<file path="src/csa_pkg.sv">
// shared constants, select encodings and carrier structs for the cascaded alu
// assumes: compiled before every other file of the block
package csa_pkg;

  localparam int CSA_SLICE_W = 4;
  localparam int CSA_LOOK_SLICES = 4;
  localparam int CSA_EXT_SLICES = 3;
  localparam int CSA_EXT_BLOCKS = 0;
  localparam int CSA_ONES_FIRST_MAX = 3;
  localparam int CSA_EXT_GATE_DELAYS = 2;
  localparam int CSA_SM_WIDTH = 5;
  localparam int CSA_OUT_LATENCY = 1;
  localparam logic CSA_FLAG_RESET = 1'b0;

  typedef enum logic [1:0] {
    CSA_TWOS,
    CSA_ONES,
    CSA_SIGN_MAG
  } csa_repr_t;

  typedef enum logic [1:0] {
    CSA_FN_SUB,
    CSA_FN_ADD,
    CSA_FN_XOR,
    CSA_FN_AND
  } csa_fn_t;

  typedef struct packed {
    csa_repr_t repr;
    logic polarity_high;
    logic function_select_low;
    logic function_select_high;
    logic carry_remove;
  } csa_ctrl_t;

  typedef struct packed {
    logic carry_out;
    logic ge;
    logic gt;
    logic eq_compare;
    logic eq_word;
    logic block_carry_generate;
    logic block_carry_propagate;
    logic negative_fixup;
  } csa_flags_t;

  localparam csa_flags_t CSA_FLAGS_RESET = '{default: CSA_FLAG_RESET};

  // select lines are pin levels; same decode for every polarity once operands are logical
  function automatic csa_fn_t csa_decode(input logic function_select_low, input logic function_select_high);
    case ({function_select_high, function_select_low})
      2'b00: csa_decode = CSA_FN_SUB;
      2'b01: csa_decode = CSA_FN_ADD;
      2'b10: csa_decode = CSA_FN_XOR;
      default: csa_decode = CSA_FN_AND;
    endcase
  endfunction : csa_decode

endpackage : csa_pkg

</file>
<file path="src/csa_slice.sv">
// one 4-bit alu slice with block carry generate and propagate
// assumes: operands already in logical (true) form; carry in is settled by the caller
`timescale 1ns/100ps
module csa_slice
  import csa_pkg::*;
(
  input wire logic [CSA_SLICE_W-1:0] a,
  input wire logic [CSA_SLICE_W-1:0] b,
  input wire logic function_select_low,
  input wire logic function_select_high,
  input wire logic carry_in,
  input wire logic carry_out_enable,
  output logic [CSA_SLICE_W-1:0] f,
  output logic block_carry_generate,
  output logic block_carry_propagate,
  output logic carry_out,
  output logic equal
);

  wire csa_fn_t fn = csa_decode(function_select_low, function_select_high);
  wire logic invert_b = (fn == CSA_FN_SUB) || (fn == CSA_FN_XOR);
  wire logic [CSA_SLICE_W-1:0] b_eff = invert_b ? ~b : b;
  wire logic [CSA_SLICE_W-1:0] gen = a & b_eff;
  wire logic [CSA_SLICE_W-1:0] prop = (fn == CSA_FN_AND) ? {CSA_SLICE_W{1'b1}} : (a | b_eff);
  logic [CSA_SLICE_W:0] c;

  // internal lookahead; high select forces every internal carry
  always_comb begin
    c[0] = function_select_high | carry_in;
    for (int i = 0; i < CSA_SLICE_W; i++) begin
      c[i+1] = function_select_high | gen[i] | (prop[i] & c[i]);
    end
  end

  // generate is built from operands and selects only, so no path from carry in reaches it
  always_comb begin
    block_carry_generate = gen[3] | (prop[3] & gen[2]) | (&prop[3:2] & gen[1]) | (&prop[3:1] & gen[0]);
  end

  assign block_carry_propagate = &prop;
  assign carry_out = block_carry_generate | (block_carry_propagate & carry_in & carry_out_enable);
  assign f = (~gen & prop) ^ c[CSA_SLICE_W-1:0];
  assign equal = block_carry_propagate & ~block_carry_generate;

endmodule : csa_slice

</file>
<file path="src/csa_alu.sv">
// cascaded signed alu: 16-bit base section plus optional 12-bit blocks, carries rippled slice to slice
// assumes: operands and controls come from logic on mclk; outputs are one register stage late
`timescale 1ns/100ps
module csa_alu
  import csa_pkg::*;
#(
  parameter int EXT_BLOCKS = CSA_EXT_BLOCKS,
  parameter int NS = CSA_LOOK_SLICES + CSA_EXT_SLICES * EXT_BLOCKS,
  parameter int W = CSA_SLICE_W * NS
) (
  input wire logic mclk,
  input wire logic rst_n,
  input wire logic clk_en,
  input wire csa_ctrl_t ctrl,
  input wire logic [W-1:0] operand_a,
  input wire logic [W-1:0] operand_b,
  output logic [W-1:0] result,
  output csa_flags_t flags
);

  // pins to logical values; active-low words are simply inverted
  wire logic [W-1:0] a_l = ctrl.polarity_high ? operand_a : ~operand_a;
  wire logic [W-1:0] b_l = ctrl.polarity_high ? operand_b : ~operand_b;
  wire csa_fn_t fn = csa_decode(ctrl.function_select_low, ctrl.function_select_high);
  wire logic is_sm = (ctrl.repr == CSA_SIGN_MAG);
  wire logic is_ones = (ctrl.repr == CSA_ONES);

  // sign-magnitude: signs handled here, magnitudes zero-padded at the top
  wire logic sign_a = a_l[W-1];
  wire logic sign_b = b_l[W-1];
  wire logic eff_sub = sign_a ^ sign_b ^ (fn == CSA_FN_SUB);
  wire logic [W-1:0] row1_a = is_sm ? {1'b0, a_l[W-2:0]} : a_l;
  wire logic [W-1:0] row1_b = is_sm ? {1'b0, b_l[W-2:0]} : b_l;
  wire logic row1_s0 = is_sm ? ~eff_sub : ctrl.function_select_low;
  wire logic row1_s1 = is_sm ? 1'b0 : ctrl.function_select_high;

  // lowest carry pin follows the low select; active-high adds an inverter
  wire logic lowest_carry_generate_input = ctrl.polarity_high ? ~ctrl.function_select_low
                                                              : ctrl.function_select_low;
  wire logic lowest_active_carry = ctrl.polarity_high ? lowest_carry_generate_input
                                                      : ~lowest_carry_generate_input;
  wire logic forced_carry = lowest_active_carry & ~ctrl.carry_remove;

  logic [W-1:0] row1_f;
  logic [W-1:0] row2_f;
  logic [NS-1:0] g1, p1, e1, co1, cin1;
  logic [NS-1:0] g2, p2, e2, co2, cin2;
  logic word_g, word_p, end_around, row1_cin, row1_cout, row2_cout;

  // carry distribution: slice-to-slice ripple through every slice, 16-bit section and 12-bit blocks alike
  function automatic logic [NS:0] csa_carries(input logic [NS-1:0] g, input logic [NS-1:0] p, input logic c0);
    logic [NS:0] c;
    c = '0;
    c[0] = c0;
    for (int i = 0; i < NS; i++) begin
      c[i+1] = g[i] | (p[i] & c[i]);
    end
    csa_carries = c;
  endfunction : csa_carries

  // word generate with zero carry in; carry out then needs no feedback loop
  logic [NS:0] word_c;
  assign word_c = csa_carries(g1, p1, 1'b0);
  assign word_g = word_c[NS];
  assign word_p = &p1;
  // end-around: top carry with the loop cut is the word generate itself
  assign end_around = word_g;
  // in ones' complement, forced carry only matters when the whole word propagates; it turns minus zero into zero
  assign row1_cin = is_sm ? eff_sub : (is_ones ? (end_around | (forced_carry & word_p)) : forced_carry);

  always_comb begin
    logic [NS:0] c;
    c = csa_carries(g1, p1, row1_cin);
    cin1 = c[NS-1:0];
  end

  always_comb begin
    logic [NS:0] c;
    c = csa_carries(g2, p2, 1'b1);
    cin2 = c[NS-1:0];
  end

  // row1: base slices 0..3, then 12-bit blocks stacked above them
  genvar gi;
  generate
    for (gi = 0; gi < NS; gi++) begin : g_row
      csa_slice u_row1 (
        .a(row1_a[gi*CSA_SLICE_W +: CSA_SLICE_W]),
        .b(row1_b[gi*CSA_SLICE_W +: CSA_SLICE_W]),
        .function_select_low(row1_s0),
        .function_select_high(row1_s1),
        .carry_in(cin1[gi]),
        .carry_out_enable(gi == NS-1),
        .f(row1_f[gi*CSA_SLICE_W +: CSA_SLICE_W]),
        .block_carry_generate(g1[gi]),
        .block_carry_propagate(p1[gi]),
        .carry_out(co1[gi]),
        .equal(e1[gi])
      );
      // row2 computes zero minus row1 result
      csa_slice u_row2 (
        .a({CSA_SLICE_W{1'b0}}),
        .b(row1_f[gi*CSA_SLICE_W +: CSA_SLICE_W]),
        .function_select_low(1'b0),
        .function_select_high(1'b0),
        .carry_in(cin2[gi]),
        .carry_out_enable(gi == NS-1),
        .f(row2_f[gi*CSA_SLICE_W +: CSA_SLICE_W]),
        .block_carry_generate(g2[gi]),
        .block_carry_propagate(p2[gi]),
        .carry_out(co2[gi]),
        .equal(e2[gi])
      );
    end
  endgenerate

  assign row1_cout = co1[NS-1];
  assign row2_cout = co2[NS-1];

  // negative magnitude difference shows as no carry out of the subtract
  wire logic sm_negative = is_sm & eff_sub & ~row1_cout;
  wire logic [W-2:0] sm_mag = sm_negative ? row2_f[W-2:0] : row1_f[W-2:0];
  wire logic sm_sign = sm_negative ? ~sign_a : sign_a;
  wire logic [W-1:0] logical_result = is_sm ? {sm_sign, sm_mag} : row1_f;
  // sign-magnitude overflow lands in the padded top magnitude bit
  wire logic next_carry = is_sm ? (~eff_sub & row1_f[W-1]) : row1_cout;

  // comparison from one subtract: with carry in gives a>=b, without gives a>b
  wire logic next_ge = word_g | word_p;
  wire logic next_gt = word_g;
  wire logic next_eq_compare = next_ge & ~next_gt;
  wire logic next_eq_word = &e1;
  wire logic [W-1:0] next_result = ctrl.polarity_high ? logical_result : ~logical_result;

  wire csa_flags_t next_flags = '{
    carry_out: next_carry,
    ge: next_ge,
    gt: next_gt,
    eq_compare: next_eq_compare,
    eq_word: next_eq_word,
    block_carry_generate: word_g,
    block_carry_propagate: word_p,
    negative_fixup: sm_negative
  };

  // output register stage, always present: the datapath above has no state of its own
  always_ff @(posedge mclk) begin
    if (!rst_n) begin
      result <= '0;
      flags <= CSA_FLAGS_RESET;
    end else if (clk_en) begin
      result <= next_result;
      flags <= next_flags;
    end
  end

  logic unused_row2;
  assign unused_row2 = row2_cout ^ (^g2) ^ (^p2) ^ (^e2);

endmodule : csa_alu

</file>
<file path="config.mk">
export PLATFORM = sky130hd
export DESIGN_NAME = csa_alu
export DESIGN_NICKNAME = d
export VERILOG_FILES = /design/src/csa_pkg.sv /design/src/csa_slice.sv /design/src/csa_alu.sv
export SDC_FILE = /design/constraint.sdc
export NUM_CORES = 1
export LEC_CHECK = 0
export ABC_AREA = 1
export BUFFER_PORTS_ARGS = -buffer_cell sky130_fd_sc_hd__buf_2
export CAP_MARGIN = 10
export CORE_MARGIN = 4
export CORE_UTILIZATION = 60
export CTS_CLUSTER_DIAMETER = 150
export CTS_CLUSTER_SIZE = 20
export DETAILED_ROUTE_END_ITERATION = 6
export PLACE_DENSITY = 0.82
export SETUP_SLACK_MARGIN = 0.05
export SYNTH_ARGS = -nofsm -noshare
export SYNTH_HDL_FRONTEND = slang
export SYNTH_SLANG_ARGS = --single-unit
</file>
<file path="constraint.sdc">
create_clock -name mclk -period 10.9 [get_ports mclk]
set_input_delay 2.18 -clock mclk [delete_from_list [all_inputs] [get_ports mclk]]
set_output_delay 2.18 -clock mclk [all_outputs]
set_load 0.02 [all_outputs]
</file>
Yosys cells after proc, flatten, opt, wreduce, memory -nomap -nowiden
Index checks and enable logic that the tools add are counted.
{"block": "op_classes", "add_sub_neg": 0, "n_mul": 0, "n_div": 0, "magnitude_cmp": 0, "eq_ne": 8, "shift": 0, "n_mux": 25, "n_bitwise": 150, "n_reduce_logical": 22}
{"cell": "16-bit 2-to-1 mux", "count": 6}
{"cell": "1-bit AND", "count": 53}
{"cell": "1-bit bitwise OR", "count": 49}
{"cell": "16-bit NOT", "count": 3}
{"cell": "4-bit NOT", "count": 11}
{"cell": "4-bit AND", "count": 8}
{"cell": "4-bit 2-to-1 mux", "count": 8}
{"cell": "4-bit AND reduction", "count": 8}
{"cell": "4-bit bitwise XOR", "count": 7}
{"cell": "4-bit bitwise OR", "count": 4}
{"cell": "16-bit AND reduction", "count": 1}
{"cell": "15-bit 2-to-1 mux", "count": 1}
{"cell": "2-bit case mux with 3 select lines", "count": 2}
{"cell": "3-bit AND reduction", "count": 4}
{"cell": "1-bit NOT", "count": 11}
{"cell": "2-bit equality test (second input constant)", "count": 5}
{"cell": "2-bit logical NOT", "count": 4}
{"cell": "1-bit 2-to-1 mux", "count": 8}
{"cell": "2-bit AND reduction", "count": 4}
{"cell": "2-bit by 1-bit equality test with 1-bit output (second input constant)", "count": 3}
{"cell": "3-bit NOT", "count": 1}
{"cell": "3-bit bitwise XOR", "count": 1}
{"cell": "1-bit bitwise XOR", "count": 2}
{"cell": "1-bit logical OR", "count": 1}
{"block": "totals", "regBits": 23, "latchBits": 0, "mem_bits_rw": 0, "rom_bits": 0, "input_bits": 41, "output_inout_bits": 24, "word_cells": 213, "n_memories": 0}

Longest topological paths before layout
Gate-level depths: netlist of run 1.
{"block": "depth", "depth_word": 48, "ltp_mapped": 38, "mapped_depth_nobuf": 38}

Cells and area by module
A second synthesis of run 1 with hierarchy kept.
{"block": "hier_totals", "cells_unflattened": 815, "hier_area_um2": 4430.5}
{"mod": "csa_slice", "instances": 8, "cells_each": 62, "area_each_um2": 314.1}
{"mod": "csa_alu", "instances": 1, "cells_each": 319, "area_each_um2": 1918.1}

Worst setup path before layout of run 1
Ideal clock, no wire load.
{"block": "synth_path", "path_kind": "input port to flip-flop", "start": "input ctrl[4] (netlist bit)", "end": "register result[11]", "setup_ps": 117, "t_arrival_ps": 5461, "required_ps": 10783, "path_slack_ps": 5322, "stages": 34, "n_path_buf": 1, "cell_sequence": "inv_1 nand2_2 inv_2 nor2_4 nand2_2 buf_4 nand2_1 nand3b_2 nand4_1 nor2_1 nand2_1 nand3_1 nand2_1 nand2_1 nand2_1 nand2_1 nand3_2 nand2_2 nand2_1 nand3_1 nand2_1 nand3_1 nand2_1 nand3_1 xnor2_1 nor2_2 ha_1 ha_1 ha_1 nor2_1 xor2_1 nor2_1 nor2_1 nor2_1"}
{"block": "synth_via", "elab_chain_len": 43, "word_cells_on_any_way": 142, "cone_classes": "eq/ne: 6; mux: 18; bitwise: 100; reduce/logical: 18"}
{"item": "start: declaration", "line": "csa_alu.sv:14", "text": "input wire csa_ctrl_t ctrl,"}
{"item": "2-bit equality test", "line": "csa_alu.sv:25", "text": "wire logic is_sm = (ctrl.repr == CSA_SIGN_MAG);"}
{"item": "1-bit 2-to-1 mux (on tied branches)", "line": "csa_alu.sv:34, csa_alu.sv:35"}
{"item": "2-bit equality test (tied with other cells)", "line": "csa_pkg.sv:51", "text": "case ({function_select_high, function_select_low})"}
{"item": "2-bit case mux with 3 select lines", "line": "csa_pkg.sv:51"}
{"item": "2-bit equality test / 2-bit logical NOT (equally long branches)", "line": "csa_slice.sv:21", "text": "wire logic invert_b = (fn == CSA_FN_SUB) || (fn == CSA_FN_XOR);"}
{"item": "1-bit logical OR", "line": "csa_slice.sv:21"}
{"item": "4-bit 2-to-1 mux", "line": "csa_slice.sv:22", "text": "wire logic [CSA_SLICE_W-1:0] b_eff = invert_b ? ~b : b;"}
{"item": "4-bit bitwise OR", "line": "csa_slice.sv:24", "text": "wire logic [CSA_SLICE_W-1:0] prop = (fn == CSA_FN_AND) ? {CSA_SLICE_W{1'b1}} : (a | b_eff);"}
{"item": "[... 25 more ...]"}
{"item": "4-bit AND reduction", "line": "csa_slice.sv:40", "text": "assign block_carry_propagate = &prop;"}
{"item": "1-bit AND"}
{"item": "1-bit AND (3 in a row)", "line": "csa_slice.sv:31", "text": "c[i+1] = function_select_high | gen[i] | (prop[i] & c[i]);"}
{"item": "4-bit bitwise XOR", "line": "csa_slice.sv:42", "text": "assign f = (~gen & prop) ^ c[CSA_SLICE_W-1:0];"}
{"item": "15-bit 2-to-1 mux", "line": "csa_alu.sv:122", "text": "wire logic [W-2:0] sm_mag = sm_negative ? row2_f[W-2:0] : row1_f[W-2:0];"}
{"item": "16-bit 2-to-1 mux *", "line": "csa_alu.sv:124", "text": "wire logic [W-1:0] logical_result = is_sm ? {sm_sign, sm_mag} : row1_f;"}
{"item": "16-bit NOT", "line": "csa_alu.sv:133", "text": "wire logic [W-1:0] next_result = ctrl.polarity_high ? logical_result : ~logical_result;"}
{"item": "16-bit 2-to-1 mux *", "line": "csa_alu.sv:133"}
{"item": "end signal: assignment", "line": "csa_alu.sv:152", "text": "result <= next_result;"}
{"item": "end: declaration", "line": "csa_alu.sv:17", "text": "output logic [W-1:0] result,"}
Mark *: on every way between the ends. The rest lies on a longest branch, timed or not.
A chain may end at the register's enable or synchronous reset.

Final worst setup path of run 1
{"block": "layout_path", "start": "input ctrl[4] (netlist bit)", "end": "register result[13]"}
{"block": "layout_via", "elab_chain_len": 43, "word_cells_on_any_way": 150, "cone_classes": "eq/ne: 6; mux: 18; bitwise: 107; reduce/logical: 19"}
{"item": "2-bit equality test", "line": "csa_alu.sv:25"}
{"item": "1-bit 2-to-1 mux (on tied branches)", "line": "csa_alu.sv:34, csa_alu.sv:35"}
{"item": "2-bit equality test (tied with other cells)", "line": "csa_pkg.sv:51"}
{"item": "2-bit case mux with 3 select lines", "line": "csa_pkg.sv:51"}
{"item": "2-bit equality test / 2-bit logical NOT (equally long branches)", "line": "csa_slice.sv:21"}
{"item": "1-bit logical OR", "line": "csa_slice.sv:21"}
{"item": "4-bit 2-to-1 mux", "line": "csa_slice.sv:22"}
{"item": "4-bit bitwise OR", "line": "csa_slice.sv:24"}
{"item": "[... 27 more ...]"}
{"item": "4-bit AND reduction", "line": "csa_slice.sv:40"}
{"item": "1-bit AND"}
{"item": "1-bit AND", "line": "csa_slice.sv:31"}
{"item": "3-bit bitwise XOR", "line": "csa_slice.sv:42"}
{"item": "15-bit 2-to-1 mux", "line": "csa_alu.sv:122"}
{"item": "16-bit 2-to-1 mux *", "line": "csa_alu.sv:124"}
{"item": "16-bit NOT", "line": "csa_alu.sv:133"}
{"item": "16-bit 2-to-1 mux *", "line": "csa_alu.sv:133"}
Marked as above.

==> results.toml, run 1 <==
[final_layout]
stdcell_area_um2 = 3433
final_layout_size_suffix_gt1_frac = 0.1753
nets = 628
diodes = 0
area_growth_pct = 10.56

[yosys]
yosysSeqAreaShare = 0.1483
yosysTopAreaCell = "nand2_1"
ys_top_cells_by_count = "154 x nand2_1, 74 x inv_1, 59 x nor2_1, 44 x nand3_1, 42 x xor2_1"
synth_cells = 526
ys_warn_count = 0
synth.distinct_cells = 35
async_flop_share = 0
synth_seq_cells = 23
synth_edf_count = 0
synth_area_leaders = "nand2_1 19%, dfxtp_1 15%, xor2_1 12%"
syn-cell-area_um2 = 3105
synth_top_area_frac = 0.1861
syn_avg_cell_area_um2 = 5.904
synth_flop_cell = "dfxtp_1"
syn_nets = 577
yosysMostFrequentCell = "nand2_1"

[detailed_routing]
vias = 3177
finalWirelength_um = 7193
wl_per_cell_um = 11.19
vias_per_cell = 4.941
first_pass_iters = 4
ant_nets = 0
first_iter_violations = 171
remaining_drc_errors = 0

[clock_tree]
clkSinkCount = 23
clk_path_buf_depth = 2
cts_root_buf = "clkbuf_8"
cts.htree.levels = 1
clk_pin_slew_ns = 0.08
cts_hold_buf = 0
cts_tree = "built"
cts_setup_buffers = 0
cts_made_buffers = 3
cts_resized = 0
insertion_delay_ns = 0.26

[critical_path]
critPathSlowestCell = "nand2_4"
timing.rr.start = "result[9]"
r2r_cells = 4
start_kind = "input port"
r2r_end = "result[9]"
crit_fanout = 19
critPathRequiredTime_ns = 11.06
critPathBufInv = 5
rrSetupSlack_ns = 10.20
slowest_delay_ns = 0.31
crit_arrival_ns = 6.48
critical_path_class = "input port to flip-flop"
crit_family = "simple AND/OR/NAND/NOR gates"
cp_common_cell = "nand2_1"
cp-end-kind = "flip-flop"

[timing]
setup_viol = 0
fin_skew_ns = 0
period_minus_slack_ns = 6.315
fin_crit_sh = 0.5794
finalSetupTns_ns = 0
rsz0062_at_grt = "false"
fmax_mhz = 158.4
worst_pin_slew_ns = 0.7192
drv_slew = 0
hold_violations = 0
slew_headroom = 0.5205

[placement]
io_buffers = 64
placed_area_um2 = 3387
globalplace.congestion = 0.9151
dp_hpwl_um = 5899

[power_and_ir_drop]
p_leak_nw = 2.076
finalPower_w = 0.0004202
vdd_drop_max_mv = 0.07967
power_density_nw_per_um2 = 122.4

[floorplanning]
dieArea_um2 = 6391
row_count = 25
core-area_um2 = 4880
die_h_um = 79.95
die_w_um = 79.95
initial_utilization = 0.6364
ioPinCount = 65

[hold_path]
min_to = "flags[1]"
hold_depth = 2
hold_path.class = "flip-flop to flip-flop"
min_from = "flags[1]"

[global_routing]
grt_usage = 0.2454
grt_pass1_vias = 3083
antenna_found_initial = 0
grt_max_degree = 49
grt_pass1_wl_um = 13150
grt_overflow_total = 0

[status]
outcome = "finished, final reports clean"

[run]
drv_cap = 0
[tightest hold or removal path, delay by kind of cell (launching register included)]
kind	cells	cell delay (ns)
compound gates	1	0.06
flops	1	0.32
simple gates	1	0.06
[kinds of logic (layout without fill, tap and decap cells)]
logic type      count (synthesis)  in the layout  synth area share
compound gates                 41             41           0.07534
xor+xnor                       64             64            0.1805
fa+ha+maj                      10             10           0.04029
flops                          23             23            0.1483
buf+inv                        96            146            0.1358
simple gates                  292            292            0.4198
[power by group]
| group | total [W] | leakage [nW] | internal, W | switching, W |
|---|---|---|---|---|
| clock network | 0.0000527 | 0.0255 | 0.0000255 | 0.0000272 |
| registers | 0.0000992 | 0.190 | 0.0000945 | 0.00000468 |
| logic | 0.000268 | 1.86 | 0.0000986 | 0.000170 |
[how the worst max path moves through the flow]
stage,from,to,cells after the start
after floorplan,ctrl[4],result[11],34
after global placement,ctrl[4],result[13],33
after detailed placement,ctrl[4],result[13],33
after CTS,ctrl[4],result[13],33
after global routing,ctrl[4],result[13],34
final,ctrl[4],result[13],34
[flip-flops by register name, indices dropped and copies added (netlist names)]
register  count
result       16
flags         7
[layout make-up]
cell class	instances	area, µm²
flip-flops and latches	23	460.4
inverters	77	291.5
repair buffers	65	327.8
multi-input cells	407	2223
clock inverters	1	5.005
clock buffers	3	41.29
well taps	67	83.83
fillers	482	1446
[per-layer routing]
metal / routed length, µm / global-route usage
met1: 3230 / 0.3062
met2: 3578 / 0.4520
met3: 324 / 0.02709
met4: 60 / 0.04561
met5: 0 / 0
[per-stage QoR]
step / instances / util / hold WS (ns) / setup slack (ns)
after floorplan: 526 / - / 0.5412 / 5.322
after detailed placement: 639 / 0.6941 / 0.4622 / 4.350
after global placement: 639 / 0.6941 / 0.4524 / 4.488
final: 643 / 0.7036 / 0.4725 / 4.585
after CTS: 643 / 0.7036 / 0.4745 / 4.625
after global routing: 643 / 0.7036 / 0.4961 / 4.000
[cell usage in the layout, fill, tap and decap left out, types with 2 or more instances in the layout]
cell type and count:
nand2_1 154, inv_1 74, buf_2 64, nor2_1 59, nand3_1 44, xor2_1 42, dfxtp_1 23, xnor2_1 22
o21ai_1 15, a21oi_1 12, ha_1 10, nand2_2 8, nand3_2 7, o21ai_2 5, o21ai_0 5, nand4_1 4
nand3b_1 4, clkbuf_8 3, nor2_4 2, a21o_1 2, nand4_2 2, or2_2 2, nor2_2 2
No activity file was read; power rests on OpenSTA's default activity.
==> inputs of run 2 (changes only) <==
--- a/config.mk
+++ b/config.mk
@@ -5,15 +5,15 @@
 export SDC_FILE = /design/constraint.sdc
 export NUM_CORES = 1
 export LEC_CHECK = 0
-export ABC_AREA = 1
+export ABC_AREA = 0
 export BUFFER_PORTS_ARGS = -buffer_cell sky130_fd_sc_hd__buf_2
 export CAP_MARGIN = 10
 export CORE_MARGIN = 4
-export CORE_UTILIZATION = 60
+export CORE_UTILIZATION = 54
 export CTS_CLUSTER_DIAMETER = 150
 export CTS_CLUSTER_SIZE = 20
 export DETAILED_ROUTE_END_ITERATION = 6
-export PLACE_DENSITY = 0.82
+export PLACE_DENSITY = 0.75
 export SETUP_SLACK_MARGIN = 0.05
 export SYNTH_ARGS = -nofsm -noshare
 export SYNTH_HDL_FRONTEND = slang
==> constraint.sdc (replaced) <==
create_clock -name mclk -period 5.24 [get_ports mclk]
set_input_delay 1.048 -clock mclk [delete_from_list [all_inputs] [get_ports mclk]]
set_output_delay 1.048 -clock mclk [all_outputs]
set_load 0.02 [all_outputs]
==> run 2 against run 1 <==
Net effect: the flow now finishes with violations (negative setup slack); area after synthesis is 41% higher; non-clock buffer count increased by 177; largest power group unchanged; cell area is 94% higher; total power increased to 3.3 times the previous value; clock power up 110%; utilization increased by 15 points; sequential power up 110%; combinational power increased to 4.0 times the previous value; via count is 91% higher; routed wire length grew to 2.5 times the previous value; critical path depth down 6; first-iteration DRC count rose to 3.3 times the previous value.
==> results.toml, run 2 <==
[global_routing]
use_met2 = 0.5911
grtUsageMet1 = 0.4381
grt_pass1_vias = 5590
grt_pass1_wl_um = 27260
grtUsageMet3 = 0.02286
grt_usage = 0.3369
grt_max_degree = 46
grt-busiest-layer = "met2"
grt_overflow_total = 0
antenna_found_initial = 0

[power_and_ir_drop]
vdd_drop_max_mv = 0.1105
p_clk_frac = 0.079
p_leak_nw = 2.826
seq_power_share = 0.147
switching_share = 0.4506
p_int_w = 0.0007648
p_sw_w = 0.0006273
power_density_nw_per_um2 = 208.6
p_comb_frac = 0.774

[critical_path]
critPathRequiredTime_ns = 5.40
critical_path_class = "input port to flip-flop"
crit_fanout = 6
cp-end-kind = "flip-flop"
crit_arrival_ns = 5.83
start_kind = "input port"

[yosys]
yosysMostFrequentCell = "nand2_1"
syn-cell-area_um2 = 4373
synth_cells = 633
ys_top_cells_by_count = "55 x nand2_1, 48 x nor2_1, 39 x clkbuf_1, 35 x o21ai_0, 34 x xnor2_1"
yosysSeqAreaShare = 0.1053
syn_avg_cell_area_um2 = 6.908
synth_top_area_frac = 0.1053
synth_flop_cell = "dfxtp_1"
synth_area_leaders = "dfxtp_1 11%, xnor2_1 6.8%, nand2_1 4.7%"
yosysTopAreaCell = "dfxtp_1"
synth.distinct_cells = 89
async_flop_share = 0
synth_edf_count = 0
syn_nets = 684
synth_seq_cells = 23
ys_warn_count = 0

[clock_tree]
clkSinkCount = 23
clk_pin_slew_ns = 0.08
cts_root_buf = "clkbuf_8"
cts_tree = "built"
cts_made_buffers = 3
cts.htree.levels = 1
insertion_delay_ns = 0.26
clk_path_buf_depth = 2
cts_hold_buf = 0

[detailed_routing]
wl_per_cell_um = 19.67
first_iter_violations = 565
vias_per_cell = 6.576
ant_nets = 0
first_pass_iters = 6
finalWirelength_um = 18160
remaining_drc_errors = 0
vias = 6070

[timing]
setup_viol = 6
hold_violations = 0
worst_pin_slew_ns = 0.7113
fin_crit_sh = 1.082
worst_slack_ns = -0.4323
slew_headroom = 0.5258
drv_slew = 0
fmax_mhz = 176.3
fin_skew_ns = 0
finalSetupTns_ns = -1.407
holdWs_ns = 0.4747
rsz0062_at_grt = "true"
period_minus_slack_ns = 5.672

[final_layout]
regMostFlops = "result"
layout.cells.most_common_list = "163 x buf_4, 61 x buf_2, 52 x nand2_1, 46 x nor2_1, 32 x o21ai_0"
final_layout_size_suffix_gt1_frac = 0.4129
stdcell_area_um2 = 6674
area_growth_pct = 52.62
utilization = 0.8548
layout_commonest_cell = "buf_4"
diodes = 0
nets = 873
biggestRegsByFlops = "result: 16 flops, flags: 7 flops"
largest_reg_flops = 16
nFillCells = 462

[floorplanning]
die_w_um = 97.99
ioPinCount = 65
initial_utilization = 0.5601
core-area_um2 = 7807
row_count = 32
dieArea_um2 = 9602
die_h_um = 97.99

[status]
outcome = "complete, but fails checks"
violations = "negative setup slack"

[placement]
dp_hpwl_um = 12180
globalplace.congestion = 0.9328
placed_area_um2 = 5873
io_buffers = 64

[run]
drv_cap = 0

[hold_path]
hold_path.class = "flip-flop to flip-flop"
## run 2: cell types whose count changed in the layout (fill, tap and decap cells not counted), sizes merged, moves of 26 or more
cell,before,now
nand3,51,25
xor2,42,14
nor3,0,32
inv,76,13
nand2,163,56
buf,65,242
## run 2: power by group through the flow
| stage | sequential (W) | clock [W] | combinational (W) |
|---|---|---|---|
| CTS | 0.000204 | 0.000110 | 0.000964 |
| global route | 0.000207 | 0.000115 | 0.00115 |
| global placement | 0.000207 | 0 | 0.000854 |
| finish | 0.000205 | 0.000110 | 0.00108 |
| floorplan | 0.000233 | 0 | 0.000537 |
| detailed placement | 0.000208 | 0 | 0.000878 |
## run 2: logic make-up (layout without fill, tap and decap cells)
logic type | count (synthesis) | in the layout | share of synthesized area
DFF | 23 | 23 | 0.1053
adders and majority gates | 12 | 12 | 0.03319
muxes | 12 | 12 | 0.03062
xor gates and xnor gates | 51 | 51 | 0.1099
buffers and inverters | 72 | 260 | 0.07410
AOI/OAI and AO/OA | 204 | 204 | 0.3336
and+or+nand+nor | 259 | 259 | 0.3133
## run 2: layout make-up
| type | instances | area (µm²) | area share |
|---|---|---|---|
| Timing Repair Buffer | 242 | 1829 | 0.2741 |
| Tap cell | 102 | 127.6 | 0.01912 |
| Clock inverter | 1 | 5.005 | 0.0007499 |
| Clock buffer | 3 | 41.29 | 0.006187 |
| Multi-Input combinational cell | 538 | 4158 | 0.6230 |
| Inverter | 14 | 52.55 | 0.007874 |
| Sequential cell | 23 | 460.4 | 0.06899 |
## run 2: path summary, 6_finish.rpt
path,startpoint,endpoint,slack (ns),cells past startpoint
worst min-delay path,flags[3],flags[3],0.47,2
worst max-delay path,ctrl[4],result[11],-0.43,28
worst min register to register,flags[3],flags[3],0.47,2
worst max register to register,result[13],result[13],4.17,3
## run 2: critical path, stage by stage
cell	delay [ns]
buf_6	0.10
and2b_2	0.27
buf_4	0.14
a2bb2oi_4	0.20
buf_6	0.15
buf_4	0.15
a221oi_1	0.09
nor2_1	0.19
o311ai_2	0.13
buf_4	0.16
buf_4	0.14
nor3b_4	0.19
o211ai_1	0.15
buf_4	0.19
a211oi_4	0.33
o31ai_2	0.13
a22oi_2	0.22
xor2_1	0.10
buf_4	0.15
nor4b_4	0.26
ha_2	0.25
ha_4	0.14
ha_4	0.13
nor2_4	0.04
xnor2_4	0.24
nor3b_4	0.26
o211ai_1	0.11
o211a_1	0.17
## run 2: routing by layer
layer  vias to the layer above  share of wire  wire length (µm)
li1                       2762              -                 -
met1                      2841           0.39              7095
met2                       394           0.48              8781
met3                        73          0.087              1585
met4                         0          0.038               696
met5                         -              0                 0
## run 2: metrics by stage
stage | power, W | std cells | setup slack (ns)
2_1_floorplan | 0.0007702 | 633 | -0.2491
3_3_place_gp | 0.001061 | 886 | -0.4890
3_5_place_dp | 0.001086 | 886 | -0.7063
4_1_cts | 0.001277 | 912 | -0.2435
5_1_grt | 0.001476 | 923 | -0.6798
6_report | 0.001392 | 923 | -0.4323
## run 2: repair_timing
item,CTS,global route
resized for setup,47,41
gates cloned,2,0
pin swaps,30,37
buffers inserted,20,11
endpoints found under the setup margin,8,10
==> inputs of run 3 (changes only) <==
--- a/config.mk
+++ b/config.mk
@@ -6,7 +6,7 @@
 export NUM_CORES = 1
 export LEC_CHECK = 0
 export ABC_AREA = 0
-export BUFFER_PORTS_ARGS = -buffer_cell sky130_fd_sc_hd__buf_2
+export BUFFER_PORTS_ARGS = -buffer_cell sky130_fd_sc_hd__clkbuf_2
 export CAP_MARGIN = 10
 export CORE_MARGIN = 4
 export CORE_UTILIZATION = 54
@@ -14,7 +14,7 @@
 export CTS_CLUSTER_SIZE = 20
 export DETAILED_ROUTE_END_ITERATION = 6
 export PLACE_DENSITY = 0.75
-export SETUP_SLACK_MARGIN = 0.05
+export SETUP_SLACK_MARGIN = 0.5
 export SYNTH_ARGS = -nofsm -noshare
 export SYNTH_HDL_FRONTEND = slang
 export SYNTH_SLANG_ARGS = --single-unit
==> run 3 against run 2 <==
Net effect: the flow still finishes with violations (negative setup slack); global-route usage shrank 1.1 points; utilization grew 1.2 points; critical path depth shrank 3; cell area grew 1.4%; clock skew is the same; maximum frequency shrank 1.6%; non-clock buffer count grew 7; combinational power grew 4%; total power grew 2.7%; clock power is essentially flat; critical endpoint is now result[14]; largest cell class unchanged.
==> results.toml, run 3 (synthesis gave the netlist of run 2 again) <==
[status]
outcome = "complete, but fails checks"
violations = "negative setup slack"

[final_layout]
diodes = 0
final_layout_size_suffix_gt1_frac = 0.4251
largest_reg_flops = 16
biggestRegsByFlops = "result: 16 flops, flags: 7 flops"
area_growth_pct = 54.71
instances_no_fill = 930
layout.cells.most_common_list = "164 x buf_4, 61 x clkbuf_2, 53 x nand2_1, 44 x nor2_1"
nFillCells = 449
layout_commonest_cell = "buf_4"
nets = 880
regMostFlops = "result"

[hold_path]
hold_path.class = "flip-flop to flip-flop"

[power_and_ir_drop]
p_leak_nw = 2.872
p_comb_frac = 0.780
p_sw_w = 0.0006540
p_int_w = 0.0007758
vdd_drop_max_mv = 0.09167
switching_share = 0.4574
power_density_nw_per_um2 = 211.3
p_clk_frac = 0.077
seq_power_share = 0.143

[floorplanning]
die_h_um = 97.99
row_count = 32
core-area_um2 = 7807
dieArea_um2 = 9602
ioPinCount = 65
initial_utilization = 0.5601
die_w_um = 97.99

[detailed_routing]
first_pass_iters = 6
remaining_drc_errors = 0
finalWirelength_um = 19010
ant_nets = 0
vias = 6120
first_iter_violations = 734
vias_per_cell = 6.581
wl_per_cell_um = 20.44

[clock_tree]
clkSinkCount = 23
clk_pin_slew_ns = 0.09
clk_path_buf_depth = 2
cts_root_buf = "clkbuf_8"
cts_tree = "built"
cts.htree.levels = 1
cts_hold_buf = 0
cts_made_buffers = 3
insertion_delay_ns = 0.26

[critical_path]
critPathSlowestCell = "xnor2_4"
cp-end-kind = "flip-flop"
critPathBufInv = 3
crit_fanout = 8
critical_path_class = "input port to flip-flop"
slowest_delay_ns = 0.32
crit_arrival_ns = 5.91
critPathRequiredTime_ns = 5.39
crit_family = "compound AO/OA/AOI/OAI gates"
start_kind = "input port"

[global_routing]
grt_overflow_total = 0
grt_pass1_vias = 5548
antenna_found_initial = 0
grt_max_degree = 46
grt_usage = 0.3259
grt_pass1_wl_um = 26540

[run]
drv_cap = 0

[placement]
dp_slack_ns = -0.7949
io_buffers = 64
globalplace.congestion = 0.9428
dp_hpwl_um = 11870
dp_cells = 889

[timing]
worst_pin_slew_ns = 0.8103
fin_skew_ns = 0
fin_crit_sh = 1.100
rsz0062_at_grt = "true"
fmax_mhz = 173.5
setup_viol = 10
slew_headroom = 0.4598
drv_slew = 0
hold_violations = 0
worst_slack_ns = -0.5252
period_minus_slack_ns = 5.765
==> run 3: cell count changes in the layout (fill, tap and decap cells not counted), sizes merged <==
cell,before,now
buf,242,188
clkbuf,3,64
==> run 3: cell type report <==
cell class / instances / area [µm²] / area share
Inverter: 14 / 52.55 / 0.007768
Clock buffer: 3 / 41.29 / 0.006103
Sequential cell: 23 / 460.4 / 0.06806
Timing Repair Buffer: 249 / 1841 / 0.2721
Clock inverter: 1 / 5.005 / 0.0007398
Tap cell: 102 / 127.6 / 0.01886
Multi-Input combinational cell: 538 / 4238 / 0.6264
==> run 3: final timing paths <==
kind	from	endpoint	slack, ns	cells past startpoint
hold / removal	result[0]	result[0]	0.49	2
hold reg to reg	result[0]	result[0]	0.49	2
setup / recovery	operand_b[15]	result[14]	-0.53	25
setup reg to reg	result[13]	result[13]	4.22	3
==> run 3: power groups by stage <==
stage	combinational [W]	sequential, W	clock, W
after detailed placement	0.000874	0.000209	0
after floorplan	0.000542	0.000233	0
after CTS	0.000961	0.000204	0.000109
final	0.00112	0.000205	0.000109
after global placement	0.000849	0.000208	0
after global routing	0.00119	0.000207	0.000116
==> run 3: metrics by stage <==
| step | util | area [µm²] | hold WS [ns] | TNS, ns | total power, W |
|---|---|---|---|---|---|
| 2_1_floorplan | - | 4573 | 0.5435 | -0.7849 | 0.0007756 |
| 3_3_place_gp | 0.7482 | 5842 | 0.4591 | -4.188 | 0.001057 |
| 3_5_place_dp | 0.7482 | 5842 | 0.4668 | -5.207 | 0.001082 |
| 4_1_cts | 0.8119 | 6339 | 0.4789 | -0.6269 | 0.001275 |
| 5_1_grt | 0.8665 | 6765 | 0.5162 | -4.478 | 0.001510 |
| 6_report | 0.8665 | 6765 | 0.4925 | -2.773 | 0.001430 |
==> run 3: what timing repair did <==
action	in CTS	in global routing
pin swaps	46	32
cloned	1	0
setup endpoints to repair	13	14
gates resized for setup	49	65
setup buffers	25	11
==> run 3: routing by layer <==
metal  vias up  routed length, µm  track usage
met4         0                918       0.1161
met1      2880               7448       0.4223
li1       2784                  -            -
met3        86               1437      0.03000
met2       370               9202       0.5623
met5         -                  0            0
==> run 3: tightest hold or removal path: stages, from the launching register on <==
cell and delay [ns]:
dfxtp_1 0.31, nand2b_1 0.07, a21oi_1 0.06
